## src/inc/udc_pkg.sv

```systemverilog
package udc_pkg;
  localparam int LINES = 24;
  localparam int NUM_BANKS = 4;
  localparam int CNT_W = 32;
  localparam int RD_W = 32;
  localparam int BANK_B_LO = 8;
  localparam int BANK_CL_LO = 16;
  localparam int BANK_CH_LO = 20;
  localparam int BANK_A = 0;
  localparam int BANK_B = 1;
  localparam int BANK_CL = 2;
  localparam int BANK_CH = 3;
  localparam logic [3:0] DIR_RESET = 4'hf;
  localparam logic [23:0] OUT_RESET = 24'h000000;
  localparam logic [31:0] CNT_RESET = 32'h00000000;
  localparam logic [31:0] CNT_ONE = 32'h00000001;
  localparam logic [31:0] CNT_MAX = 32'hffffffff;
  localparam logic RD_LINES = 1'b0;
  localparam logic RD_COUNT = 1'b1;
  localparam int CLK_PERIOD_NS = 8;
  localparam int BLINK_HALF_MS = 100;
  localparam int BLINK_HALF_CYC = BLINK_HALF_MS * 1000000 / CLK_PERIOD_NS;
  localparam int FLASH_BLINKS = 3;
  localparam logic [2:0] FLASH_TOGGLES = 3'(2 * FLASH_BLINKS);
  localparam int CNT_MAX_FREQ_MHZ = 1;
  typedef enum logic [1:0] {
    UDC_LED_OFF = 2'b00,
    UDC_LED_ON = 2'b01,
    UDC_LED_FLASH = 2'b10,
    UDC_LED_BLINK = 2'b11
  } udc_led_state_t;
endpackage

```

## src/inc/udc_led_if.sv

```systemverilog
`timescale 1ns/1ps
interface udc_led_if;
  logic attached;
  logic comm_ok;
  logic xfer;
  logic blink_tick;
  logic led;
  modport src (output attached, output comm_ok, output xfer, output blink_tick, input led);
  modport ind (input attached, input comm_ok, input xfer, input blink_tick, output led);
endinterface

```

## src/logic/udc_led.sv

```systemverilog
`timescale 1ns/1ps
module udc_led (
  input wire logic ref_clk,
  input wire logic arst_n,
  udc_led_if.ind lif
);
  udc_pkg::udc_led_state_t state;
  udc_pkg::udc_led_state_t next_state;
  logic [2:0] flash_left;
  logic [2:0] next_flash_left;
  logic comm_q;
  logic lost;
  logic next_led;
  wire comm_fall = comm_q & ~lif.comm_ok;
  wire link_ok = lif.attached & lif.comm_ok & ~lost;
  wire toggle = lif.blink_tick ? ~lif.led : lif.led;

  // ----------------------------------------
  // Indicator sequencing
  // ----------------------------------------
  always_comb
  begin
    next_state = state;
    next_flash_left = flash_left;
    next_led = lif.led;
    if (!link_ok)
    begin
      next_state = udc_pkg::UDC_LED_OFF;
      next_led = 1'b0;
    end
    else
    begin
      case (state)
        udc_pkg::UDC_LED_OFF:
        begin
          next_state = udc_pkg::UDC_LED_FLASH;
          next_flash_left = udc_pkg::FLASH_TOGGLES;
          next_led = 1'b0;
        end
        udc_pkg::UDC_LED_FLASH:
        begin
          next_led = toggle;
          if (lif.blink_tick)
          begin
            if (flash_left == 3'h0)
            begin
              next_state = udc_pkg::UDC_LED_ON;
              next_led = 1'b1;
            end
            else
            begin
              next_flash_left = flash_left - 3'h1;
            end
          end
        end
        udc_pkg::UDC_LED_ON:
        begin
          next_led = 1'b1;
          if (lif.xfer)
          begin
            next_state = udc_pkg::UDC_LED_BLINK;
          end
        end
        udc_pkg::UDC_LED_BLINK:
        begin
          next_led = toggle;
          if (!lif.xfer)
          begin
            next_state = udc_pkg::UDC_LED_ON;
            next_led = 1'b1;
          end
        end
        default:
        begin
          next_state = udc_pkg::UDC_LED_OFF;
          next_led = 1'b0;
        end
      endcase
    end
  end

  always_ff @(posedge ref_clk or negedge arst_n)
  begin
    if (!arst_n)
    begin
      state <= udc_pkg::UDC_LED_OFF;
      flash_left <= 3'h0;
      lif.led <= 1'b0;
      comm_q <= 1'b0;
    end
    else
    begin
      state <= next_state;
      flash_left <= next_flash_left;
      lif.led <= next_led;
      comm_q <= lif.comm_ok;
    end
  end

  always_ff @(posedge ref_clk or negedge arst_n)
  begin
    if (!arst_n)
    begin
      lost <= 1'b0;
    end
    else if (!lif.attached)
    begin
      lost <= 1'b0;
    end
    else if (comm_fall)
    begin
      lost <= 1'b1;
    end
  end
endmodule

```

## src/logic/udc_top.sv

```systemverilog
// Contract
// - Indicator steady on when connected and idle
// - Indicator blinks continuously during data transfer
// - First communication: three blinks, then steady
// - No control can disable the indicator
// - Off on loss, relit after reattach
// - 24 lines, per-port direction selectable
// - Input lines read pin level
// - One 32-bit event counter on dedicated pin
// - Count rising edges only, ignore falling
// - Every rising edge counted up to 1 MHz
// - Reset leaves all lines as inputs
// - Banks grouped 8+8+4+4 or 8+8+8
`timescale 1ns/1ps
module udc_top #(
  parameter int BLINK_HALF_CYC = udc_pkg::BLINK_HALF_CYC
) (
  input wire logic ref_clk,
  input wire logic arst_n,
  input wire logic host_attached,
  input wire logic host_comm_ok,
  input wire logic host_xfer,
  input wire logic dir_wr,
  input wire logic dir_grp_three,
  input wire logic [3:0] dir_in,
  input wire logic out_wr,
  input wire logic [23:0] out_data,
  input wire logic rd_req,
  input wire logic rd_sel,
  input wire logic event_count_input,
  input wire logic [23:0] digital_line_in,
  output logic [23:0] digital_line_out,
  output logic [23:0] digital_line_oe,
  output logic [31:0] rd_data,
  output logic rd_valid,
  output logic [31:0] count_value,
  output logic grp_three,
  output logic status_led
);
  // ----------------------------------------
  // Direction and output latches
  // ----------------------------------------
  logic [3:0] dir_q;
  logic [23:0] next_oe;
  logic [23:0] line_value;
  logic cnt_prev;
  logic [31:0] tick_cnt;
  logic blink_tick;
  wire [3:0] eff_dir;
  wire cnt_rise;
  wire [31:0] next_count;
  wire [31:0] next_rd_data;
  wire tick_wrap;

  assign eff_dir[udc_pkg::BANK_A] = dir_q[udc_pkg::BANK_A];
  assign eff_dir[udc_pkg::BANK_B] = dir_q[udc_pkg::BANK_B];
  assign eff_dir[udc_pkg::BANK_CL] = dir_q[udc_pkg::BANK_CL];
  assign eff_dir[udc_pkg::BANK_CH] = grp_three ? dir_q[udc_pkg::BANK_CL] : dir_q[udc_pkg::BANK_CH];

  genvar gi;
  generate
    for (gi = 0; gi < udc_pkg::LINES; gi = gi + 1)
    begin : g_line
      localparam int BANK = (gi < udc_pkg::BANK_B_LO) ? udc_pkg::BANK_A :
                            (gi < udc_pkg::BANK_CL_LO) ? udc_pkg::BANK_B :
                            (gi < udc_pkg::BANK_CH_LO) ? udc_pkg::BANK_CL : udc_pkg::BANK_CH;
      assign next_oe[gi] = ~eff_dir[BANK];
      assign line_value[gi] = eff_dir[BANK] ? digital_line_in[gi] : digital_line_out[gi];
    end
  endgenerate

  always_ff @(posedge ref_clk or negedge arst_n)
  begin
    if (!arst_n)
    begin
      dir_q <= udc_pkg::DIR_RESET;
      grp_three <= 1'b0;
      digital_line_oe <= '0;
    end
    else
    begin
      if (dir_wr)
      begin
        dir_q <= dir_in;
        grp_three <= dir_grp_three;
      end
      digital_line_oe <= next_oe;
    end
  end

  always_ff @(posedge ref_clk or negedge arst_n)
  begin
    if (!arst_n)
    begin
      digital_line_out <= udc_pkg::OUT_RESET;
    end
    else if (out_wr)
    begin
      digital_line_out <= out_data;
    end
  end

  // ----------------------------------------
  // Event counter
  // ----------------------------------------
  // rising edge detect
  assign cnt_rise = event_count_input & ~cnt_prev;
  assign next_count = count_value + udc_pkg::CNT_ONE;

  always_ff @(posedge ref_clk or negedge arst_n)
  begin
    if (!arst_n)
    begin
      cnt_prev <= 1'b0;
      count_value <= udc_pkg::CNT_RESET;
    end
    else
    begin
      cnt_prev <= event_count_input;
      if (cnt_rise)
      begin
        count_value <= next_count;
      end
    end
  end

  // ----------------------------------------
  // Read port
  // ----------------------------------------
  assign next_rd_data = (rd_sel == udc_pkg::RD_COUNT) ? count_value : {8'h00, line_value};

  always_ff @(posedge ref_clk or negedge arst_n)
  begin
    if (!arst_n)
    begin
      rd_valid <= 1'b0;
      rd_data <= '0;
    end
    else
    begin
      rd_valid <= rd_req;
      if (rd_req)
      begin
        rd_data <= next_rd_data;
      end
    end
  end

  // ----------------------------------------
  // Blink divider
  // ----------------------------------------
  assign tick_wrap = (tick_cnt == 32'(BLINK_HALF_CYC - 1));

  always_ff @(posedge ref_clk or negedge arst_n)
  begin
    if (!arst_n)
    begin
      tick_cnt <= '0;
      blink_tick <= 1'b0;
    end
    else
    begin
      tick_cnt <= tick_wrap ? '0 : tick_cnt + 32'h00000001;
      blink_tick <= tick_wrap;
    end
  end

  // ----------------------------------------
  // Status indicator
  // ----------------------------------------
  udc_led_if lif ();

  assign lif.attached = host_attached;
  assign lif.comm_ok = host_comm_ok;
  assign lif.xfer = host_xfer;
  assign lif.blink_tick = blink_tick;

  udc_led u_led (
    .ref_clk(ref_clk),
    .arst_n(arst_n),
    .lif(lif)
  );

  assign status_led = lif.led;
endmodule

```

## config.mk

```make
export PLATFORM = sky130hd
export DESIGN_NAME = udc_top
export DESIGN_NICKNAME = d
export VERILOG_FILES = /design/src/inc/udc_pkg.sv /design/src/inc/udc_led_if.sv /design/src/logic/udc_led.sv /design/src/logic/udc_top.sv
export SDC_FILE = /design/constraint.sdc
export NUM_CORES = 1
export LEC_CHECK = 0
export BUFFER_PORTS_ARGS = -buffer_cell sky130_fd_sc_hd__buf_4
export CORE_MARGIN = 4
export CORE_UTILIZATION = 48
export DETAILED_ROUTE_END_ITERATION = 8
export PLACE_DENSITY = 0.77
export RECOVER_POWER = 50
export SYNTH_ARGS = -nofsm -noshare
export SYNTH_HDL_FRONTEND = slang
export SYNTH_HIERARCHICAL = 1
export SYNTH_SLANG_ARGS = --single-unit
```

## constraint.sdc

```tcl
create_clock -name ref_clk -period 1.51 [get_ports ref_clk]
set_input_delay 0 -clock ref_clk [delete_from_list [all_inputs] [get_ports ref_clk]]
set_output_delay 0 -clock ref_clk [all_outputs]
set_load 0.01 [all_outputs]
```

==> results of run 1 <==
==> power by group through the flow <==
| stage | clock network, mW | logic [mW] | registers [mW] |
|---|---|---|---|
| 2_1_floorplan | 0 | 0.650 | 4.50 |
| 3_3_place_gp | 0 | 1.80 | 4.37 |
| 3_5_place_dp | 0 | 1.84 | 4.40 |
| 4_1_cts | 4.45 | 2.06 | 4.33 |
| 5_1_grt | 4.66 | 2.37 | 4.39 |
| 6_report | 4.45 | 2.21 | 4.36 |
==> worst max-delay path: stages, from the launching register on <==
cell      delay [ns]
dfrtp_1         0.38
ha_2            0.20
nand4b_1        0.21
nor2_2          0.30
and3_1          0.22
nand4_1         0.17
xnor2_1         0.18
==> cells in the final DEF, fill, tap and decap left out, types with 10 or more instances in the layout <==
cell / count
mux2i_1: 21
nand2_1: 46
dlygate4sd3_1: 45
nor2_4: 10
buf_4: 262
nor2_1: 18
clkbuf_16: 17
dfrtp_1: 132
inv_1: 23
nand3_1: 25
mux2_2: 45
xnor2_1: 27
nand4_1: 11
xor2_1: 30
o21ai_0: 34
nor2_2: 11
==> Yosys cell counts, drive strengths merged, types with 4 or more instances <==
| library cell | number | area share |
|---|---|---|
| nor2 | 39 | 0.022 |
| nor2b | 9 | 0.0086 |
| dfstp | 4 | 0.016 |
| xor2 | 31 | 0.042 |
| buf | 23 | 0.026 |
| xnor2 | 31 | 0.042 |
| nand3 | 32 | 0.025 |
| o22ai | 4 | 0.0038 |
| ha | 4 | 0.0077 |
| nand4 | 14 | 0.018 |
| clkbuf | 17 | 0.0098 |
| mux2 | 47 | 0.081 |
| nand2b | 4 | 0.0038 |
| a211oi | 4 | 0.0046 |
| nor4 | 10 | 0.017 |
| dfrtp | 136 | 0.52 |
| and3 | 11 | 0.012 |
| nand2 | 54 | 0.031 |
| nor3 | 5 | 0.0046 |
| o21ai | 37 | 0.028 |
| inv | 23 | 0.013 |
| mux2i | 21 | 0.032 |
==> final cells by class <==
class / count / area (um^2)
Tap cell: 176 / 220
Fill cell: 778 / 3150
Sequential cell: 140 / 3520
Clock buffer: 25 / 485
Inverter: 23 / 86.3
Multi-Input combinational cell: 380 / 3060
Timing Repair Buffer: 323 / 2590
Clock inverter: 7 / 138
==> worst paths after layout <==
kind                                    start                    to  depth (start not counted)
max                            count_value[1]       count_value[22]                          6
min                        digital_line_in[6]            rd_data[6]                          4
max reg2reg                    count_value[1]       count_value[22]                          6
min reg2reg                        u_led/lost            u_led/lost                          1
max in group asynchronous              arst_n        count_value[3]                          2
min in group asynchronous              arst_n  digital_line_out[17]                          2
==> state kept, by name, summed over array words and instances (netlist names), 2 cells and up <==
signal            flops
count_value          32
rd_data              32
tick_cnt             32
digital_line_out     24
digital_line_oe       4
dir_q                 4
u_led/flash_left      3
u_led/state           2
==> what timing repair did <==
item                                   in CTS  in global routing
cloned                                      0                  1
endpoints found under the hold margin     178                  0
gates resized for setup                    21                 69
hold buffers                               45                  0
setup buffers                              10                 15
pin swaps                                  18                 32
setup endpoints to repair                  36                 60
==> per-layer routing <==
layer	track usage	routed length (um)	vias up
met5	0	0	-
met4	0.122	957	0
met3	0.0630	1320	76
met2	0.419	11200	277
met1	0.281	8040	2925
li1	-	-	2589
==> stage by stage <==
stage          hold WS, ns  total power, mW  std cells  TNS [ns]   util
2_1_floorplan       -0.296             5.15        583     -1.87      -
3_3_place_gp       -0.0115             6.17        972    -0.781  0.641
3_5_place_dp       -0.0136             6.24        972     -2.16  0.641
4_1_cts          0.0000898             10.8       1059     -1.99  0.735
5_1_grt             0.0105             11.4       1074    -13.16  0.762
6_report           0.00739             11.0       1074     -7.20  0.762
==> kinds of logic after synthesis <==
logic type / share of synthesized area
simple gates: 0.159
flops: 0.538
mux: 0.113
buf+inv: 0.0490
xor+xnor: 0.0833
compound gates: 0.0495
fa+ha+maj: 0.00768
==> run metrics, run 1 <==
outcome=complete, but fails checks; failing checks=negative setup slack; EDFF count, synth=0; via count=5867; ant diodes=0; layout cells sized above 1=0.472; clock root cell=clkbuf_16; WL/cell=20.0 um; PortBufs=177; global-route usage over all layers=0.243; area grow syn2layout=54.9%; Tcrit/Tclk final=1.18; final worst slack=-0.278 ns; DP Worst Slack=-0.151 ns; Post-DP HPWL=12300 um; worst-skew pair later-pin latency=0.43 ns; power per cell area=1090 nW/um^2; detailed-route wire length=21500 um; TritonRoute pass-1 iters=5; ANT nets after route=0; maximum clock rate=0.559 GHz; r2r setup slk=-0.28 ns; syn_nets=650; Pint=8.18 mW; Nets=952; Final Wtd Congestion=0.793; core region area=13200 um^2; vias in the first global route=6053; DIE WIDTH=125 um; maximum vdd drop=0.000688 V; Die Span Y=125 um; Logic pwr share=0.201; CTS tree=built; DRC Markers=0; min-delay worst type=in2reg; die footprint=15500 um^2; FF+latch count, synth=140; prevailing post-synth register cell=dfrtp_1; max-cap viol count=0; final setup violating endpoints=65; CP Capture Type=flop; Pins Over Slew Limit=0; initial antenna violation count=0; H-tree depth=4; Syn. warnings=6; required time of the critical path=1.82 ns; Clock transition at path regs=0.06 ns; Starting Density=0.492; Hold Fails Final Rpt=0; kind of critical path=reg2reg; largest net degree at the start of global routing=54; clock network power share=0.404; CTS buffer count=17; Synth Area per Inst=11.2 um^2; Longest Clk Path Bufs=2; Clock Skew=0.00924 ns; row count=42; fraction of registers with async set/reset=1.00; crit path max fanout=4; Post-Synthesis Cells=583; CP arrival=2.09 ns; vias per inst=5.46; Initial DRC Count=386; Slew @ Worst Pin=1.38 ns; first-pass GRT wire length=30600 um; Cell Area, Placed=8490 um^2; Unique masters post-synth=48; LEAKAGE=4.94 nW; Ports=178; RSZ-0062 raised after global routing=true; post-route design area=10100 um^2; GRT overflow=0; Final Critical Period=1.79 ns; Sw Ratio=0.258; type of origin of the critical path=flop; post-synthesis sequential area ratio=0.538; Seq pwr share=0.395; CTS sink cnt=140; Slew HR=0.0772; synthesized cell area=6520 um^2; net switching power=2.85 mW
Note: power is estimated with default switching activity, not from simulation.
==> inputs of run 2 (changes only) <==
Settings changed: CELL_PAD_IN_SITES_DETAIL_PLACEMENT set to 1, CELL_PAD_IN_SITES_GLOBAL_PLACEMENT set to 1, CORE_UTILIZATION 48 to 37, SLEW_MARGIN set to 15.
==> run 2 against run 1 <==
The flow finishes with violations (negative hold slack, negative setup slack). Clock skew increased by 0.0033 ns. Core utilization decreased by 14 points. Register-to-register slack got worse by 0.18 ns. Power increased by 5.0%. First-iteration DRC count increased by 3.1%.
==> run metrics, run 2 (synthesis results as in run 1) <==
Starting Density=0.377 (-0.115); dpl cells=1019 (+4.8%); worst-skew pair later-pin latency=0.44 ns (about the same); Multi-input gate area=3400 um^2 (+11%); Cell Area, Placed=8510 um^2 (+0.25%); Post-Route Utilization=0.618 (-0.144); via count=6288 (+7.2%); initial antenna violation count=1 (+1); GRT overflow=0 (unchanged); type of origin of the critical path=flop; vias per inst=5.51 (+0.88%); Clock transition at path regs=0.06 ns (about the same); maximum vdd drop=0.000821 V (+19%); overall power=11.6 mW (+5.0%); final hold slack=-0.0135 ns (-0.0209 ns); max-cap viol count=0 (unchanged); first-pass GRT wire length=40900 um (+34%); final setup violating endpoints=64 (-1.5%); most common cell after layout, fill and taps aside=buf_4; CTS sink cnt=140 (unchanged); die footprint=19800 um^2 (+28%); Final Wtd Congestion=0.832 (+5.0%); most frequent cells in the layout=266 x buf_4, 127 x dfrtp_1, 46 x nand2_1; final setup TNS=-14.68 ns (-7.48 ns); Ports=178 (unchanged); Regs by FF count=count_value x32, rd_data x32, tick_cnt x32; CP arrival=2.29 ns (+0.20 ns); CTS tree=built; DRC Markers=0 (unchanged); worst-case reg-to-reg path depth=8 (+2); clock root cell=clkbuf_16; crit path max fanout=4 (unchanged); RSZ-0062 raised after global routing=true; kind of critical path=reg2reg; hold depth=4 (unchanged); Post-DP HPWL=14800 um (+20%); Hold Fails Final Rpt=1 (+1); Initial DRC Count=398 (+3.1%); Slew HR=0.154 (+0.0771); final worst slack=-0.462 ns (-0.184 ns); DP Worst Slack=-0.278 ns (-0.127 ns); core region area=17300 um^2 (+31%); global-route usage over all layers=0.268 (+0.0244); H-tree depth=4 (unchanged); layout cells sized above 1=0.545 (+0.0732); PortBufs=177 (unchanged); TritonRoute pass-1 iters=5 (unchanged); Pins Over Slew Limit=0 (unchanged); Tcrit/Tclk final=1.31 (+0.122); failing checks=negative hold slack, negative setup slack; row count=48 (+14%); Filler Cell Count=1769 (+130%); area grow syn2layout=64.2%; maximum clock rate=0.507 GHz (-9.4%); CTS buffer count=17 (unchanged); largest net degree at the start of global routing=54 (unchanged); Register Area=3520 um^2 (+0.18%); Longest Clk Path Bufs=2 (unchanged); Clock Skew=0.0125 ns (+0.00328 ns); outcome=complete, but fails checks; DIE WIDTH=141 um (+13%); Nets=969 (+1.8%); Die Span Y=141 um (+13%); vias in the first global route=6992 (+16%); detailed-route wire length=30800 um (+43%); LEAKAGE=5.15 nW (+4.3%); required time of the critical path=1.83 ns (about the same); fin cells=1141 (+6.2%); Slew @ Worst Pin=1.27 ns (-0.116 ns); power per cell area=1080 nW/um^2 (-0.87%); Final Critical Period=1.97 ns (+0.184 ns); post-route design area=10700 um^2 (+5.9%); WL/cell=27.0 um (+35%); ANT nets after route=0 (unchanged); min-delay worst type=in2reg; CP Capture Type=flop
==> run 2: cell count changes in the layout (fill, tap and decap cells not counted), moves of 5 or more <==
cell      delta
o21ai_1      +6
o21ai_0      -7
xor2_1       -7
xnor2_2      +7
clkbuf_1     -5
xnor2_1      -7
dfrtp_2      +5
buf_6       +13
dfrtp_1      -5
nor2_2       +5
xor2_2       +7
nor2_1       -9
mux2i_1      -6
==> run 2: final timing paths <==
kind / from / end / slack [ns]
min in group asynchronous: arst_n / digital_line_out[9] / 0.40
setup reg to reg: tick_cnt[0] / tick_cnt[18] / -0.46
hold reg to reg: rd_data[17] / rd_data[17] / 0.51
max in group asynchronous: arst_n / dir_q[1] / 0.09
setup / recovery: tick_cnt[0] / tick_cnt[18] / -0.46
hold / removal: digital_line_in[4] / rd_data[4] / -0.01
==> run 2: cell type report <==
cell class              instances  area share
well taps                     225      0.0263
diodes                          1    0.000234
clock inverters                11      0.0153
inverters                      23     0.00807
clock buffers                  21      0.0449
multi-input cells             380       0.317
repair buffers                340       0.258
flip-flops and latches        140       0.329
==> run 2: metal layers <==
metal,vias to the layer above,track usage,routed length (um)
met3,113,0.0566,1440
met5,-,0,0
met2,299,0.487,16500
met4,0,0.143,1820
met1,3256,0.291,11100
li1,2620,-,-
==> run 2: where the power goes <==
part           switching, mW  internal (mW)
sequential             0.371           4.08
clock                   1.78           2.93
combinational           1.16           1.26
==> run 2: critical path, cell delays in order, from the launching register on <==
cell	delay [ns]
dfrtp_1	0.42
ha_4	0.16
nand4_1	0.17
buf_4	0.21
nor4_4	0.26
buf_4	0.22
nand4_1	0.12
xor2_1	0.23
nor2_2	0.07
==> run 2: what timing repair did <==
| action | 4_1_cts | 5_1_grt |
|---|---|---|
| setup buffers | 20 | 27 |
| gates cloned | 1 | 0 |
| pin swaps | 42 | 21 |
| gates resized for setup | 69 | 114 |
| hold endpoints to repair | 177 | 0 |
| hold buffers | 45 | 0 |
| setup endpoints to repair | 44 | 71 |
==> inputs of run 3 (changes only) <==
Settings changed: CAP_MARGIN set to 25, CORE_UTILIZATION 37 to 44, PLACE_DENSITY 0.77 to 0.86.
Clock period 1.51 ns to 2.5 ns, I/O delays scaled along.
==> run 3 against run 2 <==
The run ends with max-capacitance violations, max-slew violations left. Count of clock-buffer cells in the layout is 5 higher. Sequential share of layout area up 7.7 points. Register-to-register slack better by 0.73 ns. Critical path depth down 3. Largest power group is now sequential cells.
==> run metrics, run 3 (synthesis results as in run 1) <==
most common cell after layout, fill and taps aside=dfrtp_1; final hold slack=0.0111 ns (+0.0246 ns); initial antenna violation count=0 (-1); row count=44 (-8.3%); Clock Skew=0.0117 ns (-0.000836 ns); Ports=178 (unchanged); die footprint=16800 um^2 (-15%); Hold Fails Final Rpt=0 (-1); Initial DRC Count=371 (-6.8%); max-cap viol count=1 (+1); DRC Markers=0 (unchanged); CTS tree=built; PortBufs=177 (unchanged); vias in the first global route=6062 (-13%); most frequent cells in the layout=136 x dfrtp_1, 106 x buf_4, 74 x clkbuf_1; post-route design area=8630 um^2 (-19%); Final Critical Period=2.23 ns (+0.262 ns); maximum clock rate=0.448 GHz (-12%); Regs by FF count=count_value x32, rd_data x32, tick_cnt x32; final setup TNS=0 ns (+14.68 ns); WL/cell=22.5 um (-17%); Nets=852 (-12%); GRT overflow=0 (unchanged); Slew HR=-0.284 (-0.439); Cell Area, Placed=7880 um^2 (-7.4%); Final Wtd Congestion=0.800 (-3.9%); area grow syn2layout=32.4%; H-tree depth=4 (unchanged); CTS buffer count=17 (unchanged); Longest Clk Path Bufs=2 (unchanged); min-delay worst type=in2reg; worst-skew pair later-pin latency=0.43 ns (about the same); detailed-route wire length=22100 um (-28%); Post-DP HPWL=13200 um (-11%); ANT nets after route=0 (unchanged); Pins Over Slew Limit=73 (+73); via count=5389 (-14%); Slew @ Worst Pin=1.93 ns (+0.658 ns); vias per inst=5.49 (-0.42%); Tcrit/Tclk final=0.893 (-0.413); Die Span Y=130 um (-7.8%); first-pass GRT wire length=34700 um (-15%); DIE WIDTH=130 um (-7.8%); CTS sink cnt=140 (unchanged); outcome=complete, but fails checks; Filler Cell Count=1583 (-11%); final setup violating endpoints=0 (-100%); RSZ-0062 raised after global routing=false; largest net degree at the start of global routing=74 (+37%); ant diodes=0 (-1); fin cells=982 (-14%); TritonRoute pass-1 iters=4 (-1); clock root cell=clkbuf_16; Starting Density=0.448 (+0.0716); dpl cells=907 (-11%); maximum vdd drop=0.000634 V (-23%); required time of the critical path=2.81 ns (+0.98 ns); type of origin of the critical path=flop; global-route usage over all layers=0.274 (+0.00656); kind of critical path=reg2reg; crit path max fanout=7 (+3); core region area=14500 um^2 (-16%); Clock transition at path regs=0.07 ns (about the same); CP Capture Type=flop; power per cell area=721 nW/um^2 (-33%); failing checks=max-capacitance violations, max-slew violations; layout cells sized above 1=0.249 (-0.296); CP arrival=2.55 ns (+0.26 ns); LEAKAGE=3.98 nW (-23%)
==> run 3: cell types whose count changed in the layout (fill, tap and decap cells not counted), moves of 9 or more <==
cell / before / now
xnor2_2: 11 / 0
nor2_2: 16 / 0
dfrtp_1: 127 / 136
buf_4: 266 / 106
o21ai_1: 9 / 0
nor2_1: 9 / 39
clkbuf_1: 2 / 74
xnor2_1: 20 / 31
buf_6: 22 / 0
nor2_4: 14 / 0
dfrtp_2: 9 / 0
o21ai_0: 27 / 37
nand3_1: 21 / 32
==> run 3: where the power goes <==
part           internal (mW)  total [mW]  switching, mW
Sequential              2.45        2.68          0.232
Clock                   1.60        2.60          0.997
Combinational          0.451       0.944          0.492
==> run 3: critical path, stage by stage (launching register included) <==
cell and delay (ns):
dfrtp_1 0.55, nand3_1 0.21, nor3_2 0.37, nand3_1 0.33, nor3_1 0.33, xor2_1 0.31
==> run 3: layout make-up <==
cell class	instances	area (um^2)	share of cell area
Tap cell	184	230	0.0267
Sequential cell	140	3510	0.407
Inverter	23	86.3	0.0100
Timing Repair Buffer	223	1520	0.177
Clock inverter	6	82.6	0.00957
Clock buffer	26	509	0.0590
Multi-Input combinational cell	380	2690	0.312
==> run 3: per-layer routing <==
| metal | part of all wire | global-route usage |
|---|---|---|
| met1 | 0.39 | 0.320 |
| met2 | 0.52 | 0.485 |
| met5 | 0 | 0 |
| met3 | 0.046 | 0.0532 |
| met4 | 0.041 | 0.134 |
==> run 3: timing repair <==
| item | 4_1_cts | 5_1_grt |
|---|---|---|
| hold buffers | 43 | 0 |
| endpoints found under the hold margin | 105 | 0 |
| setup buffers | 0 | 0 |
| gates resized for setup | 0 | 0 |
==> run 3: path summary, 6_finish.rpt <==
kind,startpoint,endpoint,slack (ns),cells past startpoint
worst max-delay path,count_value[3],count_value[19],0.27,5
worst min-delay path,digital_line_in[3],rd_data[3],0.01,4
worst max register to register,count_value[3],count_value[19],0.27,5
worst min register to register,count_value[31],count_value[31],0.50,1
max in group asynchronous,arst_n,dir_q[2],0.48,3
min in group asynchronous,arst_n,digital_line_out[9],0.66,2
==> run 3: through the flow <==
step,worst slack [ns],utilization,power [mW]
4_1_cts,0.494,0.613,6.26
3_3_place_gp,0.701,0.542,3.61
6_report,0.266,0.594,6.22
2_1_floorplan,0.807,-,3.10
5_1_grt,0.128,0.594,6.47
3_5_place_dp,0.500,0.542,3.66
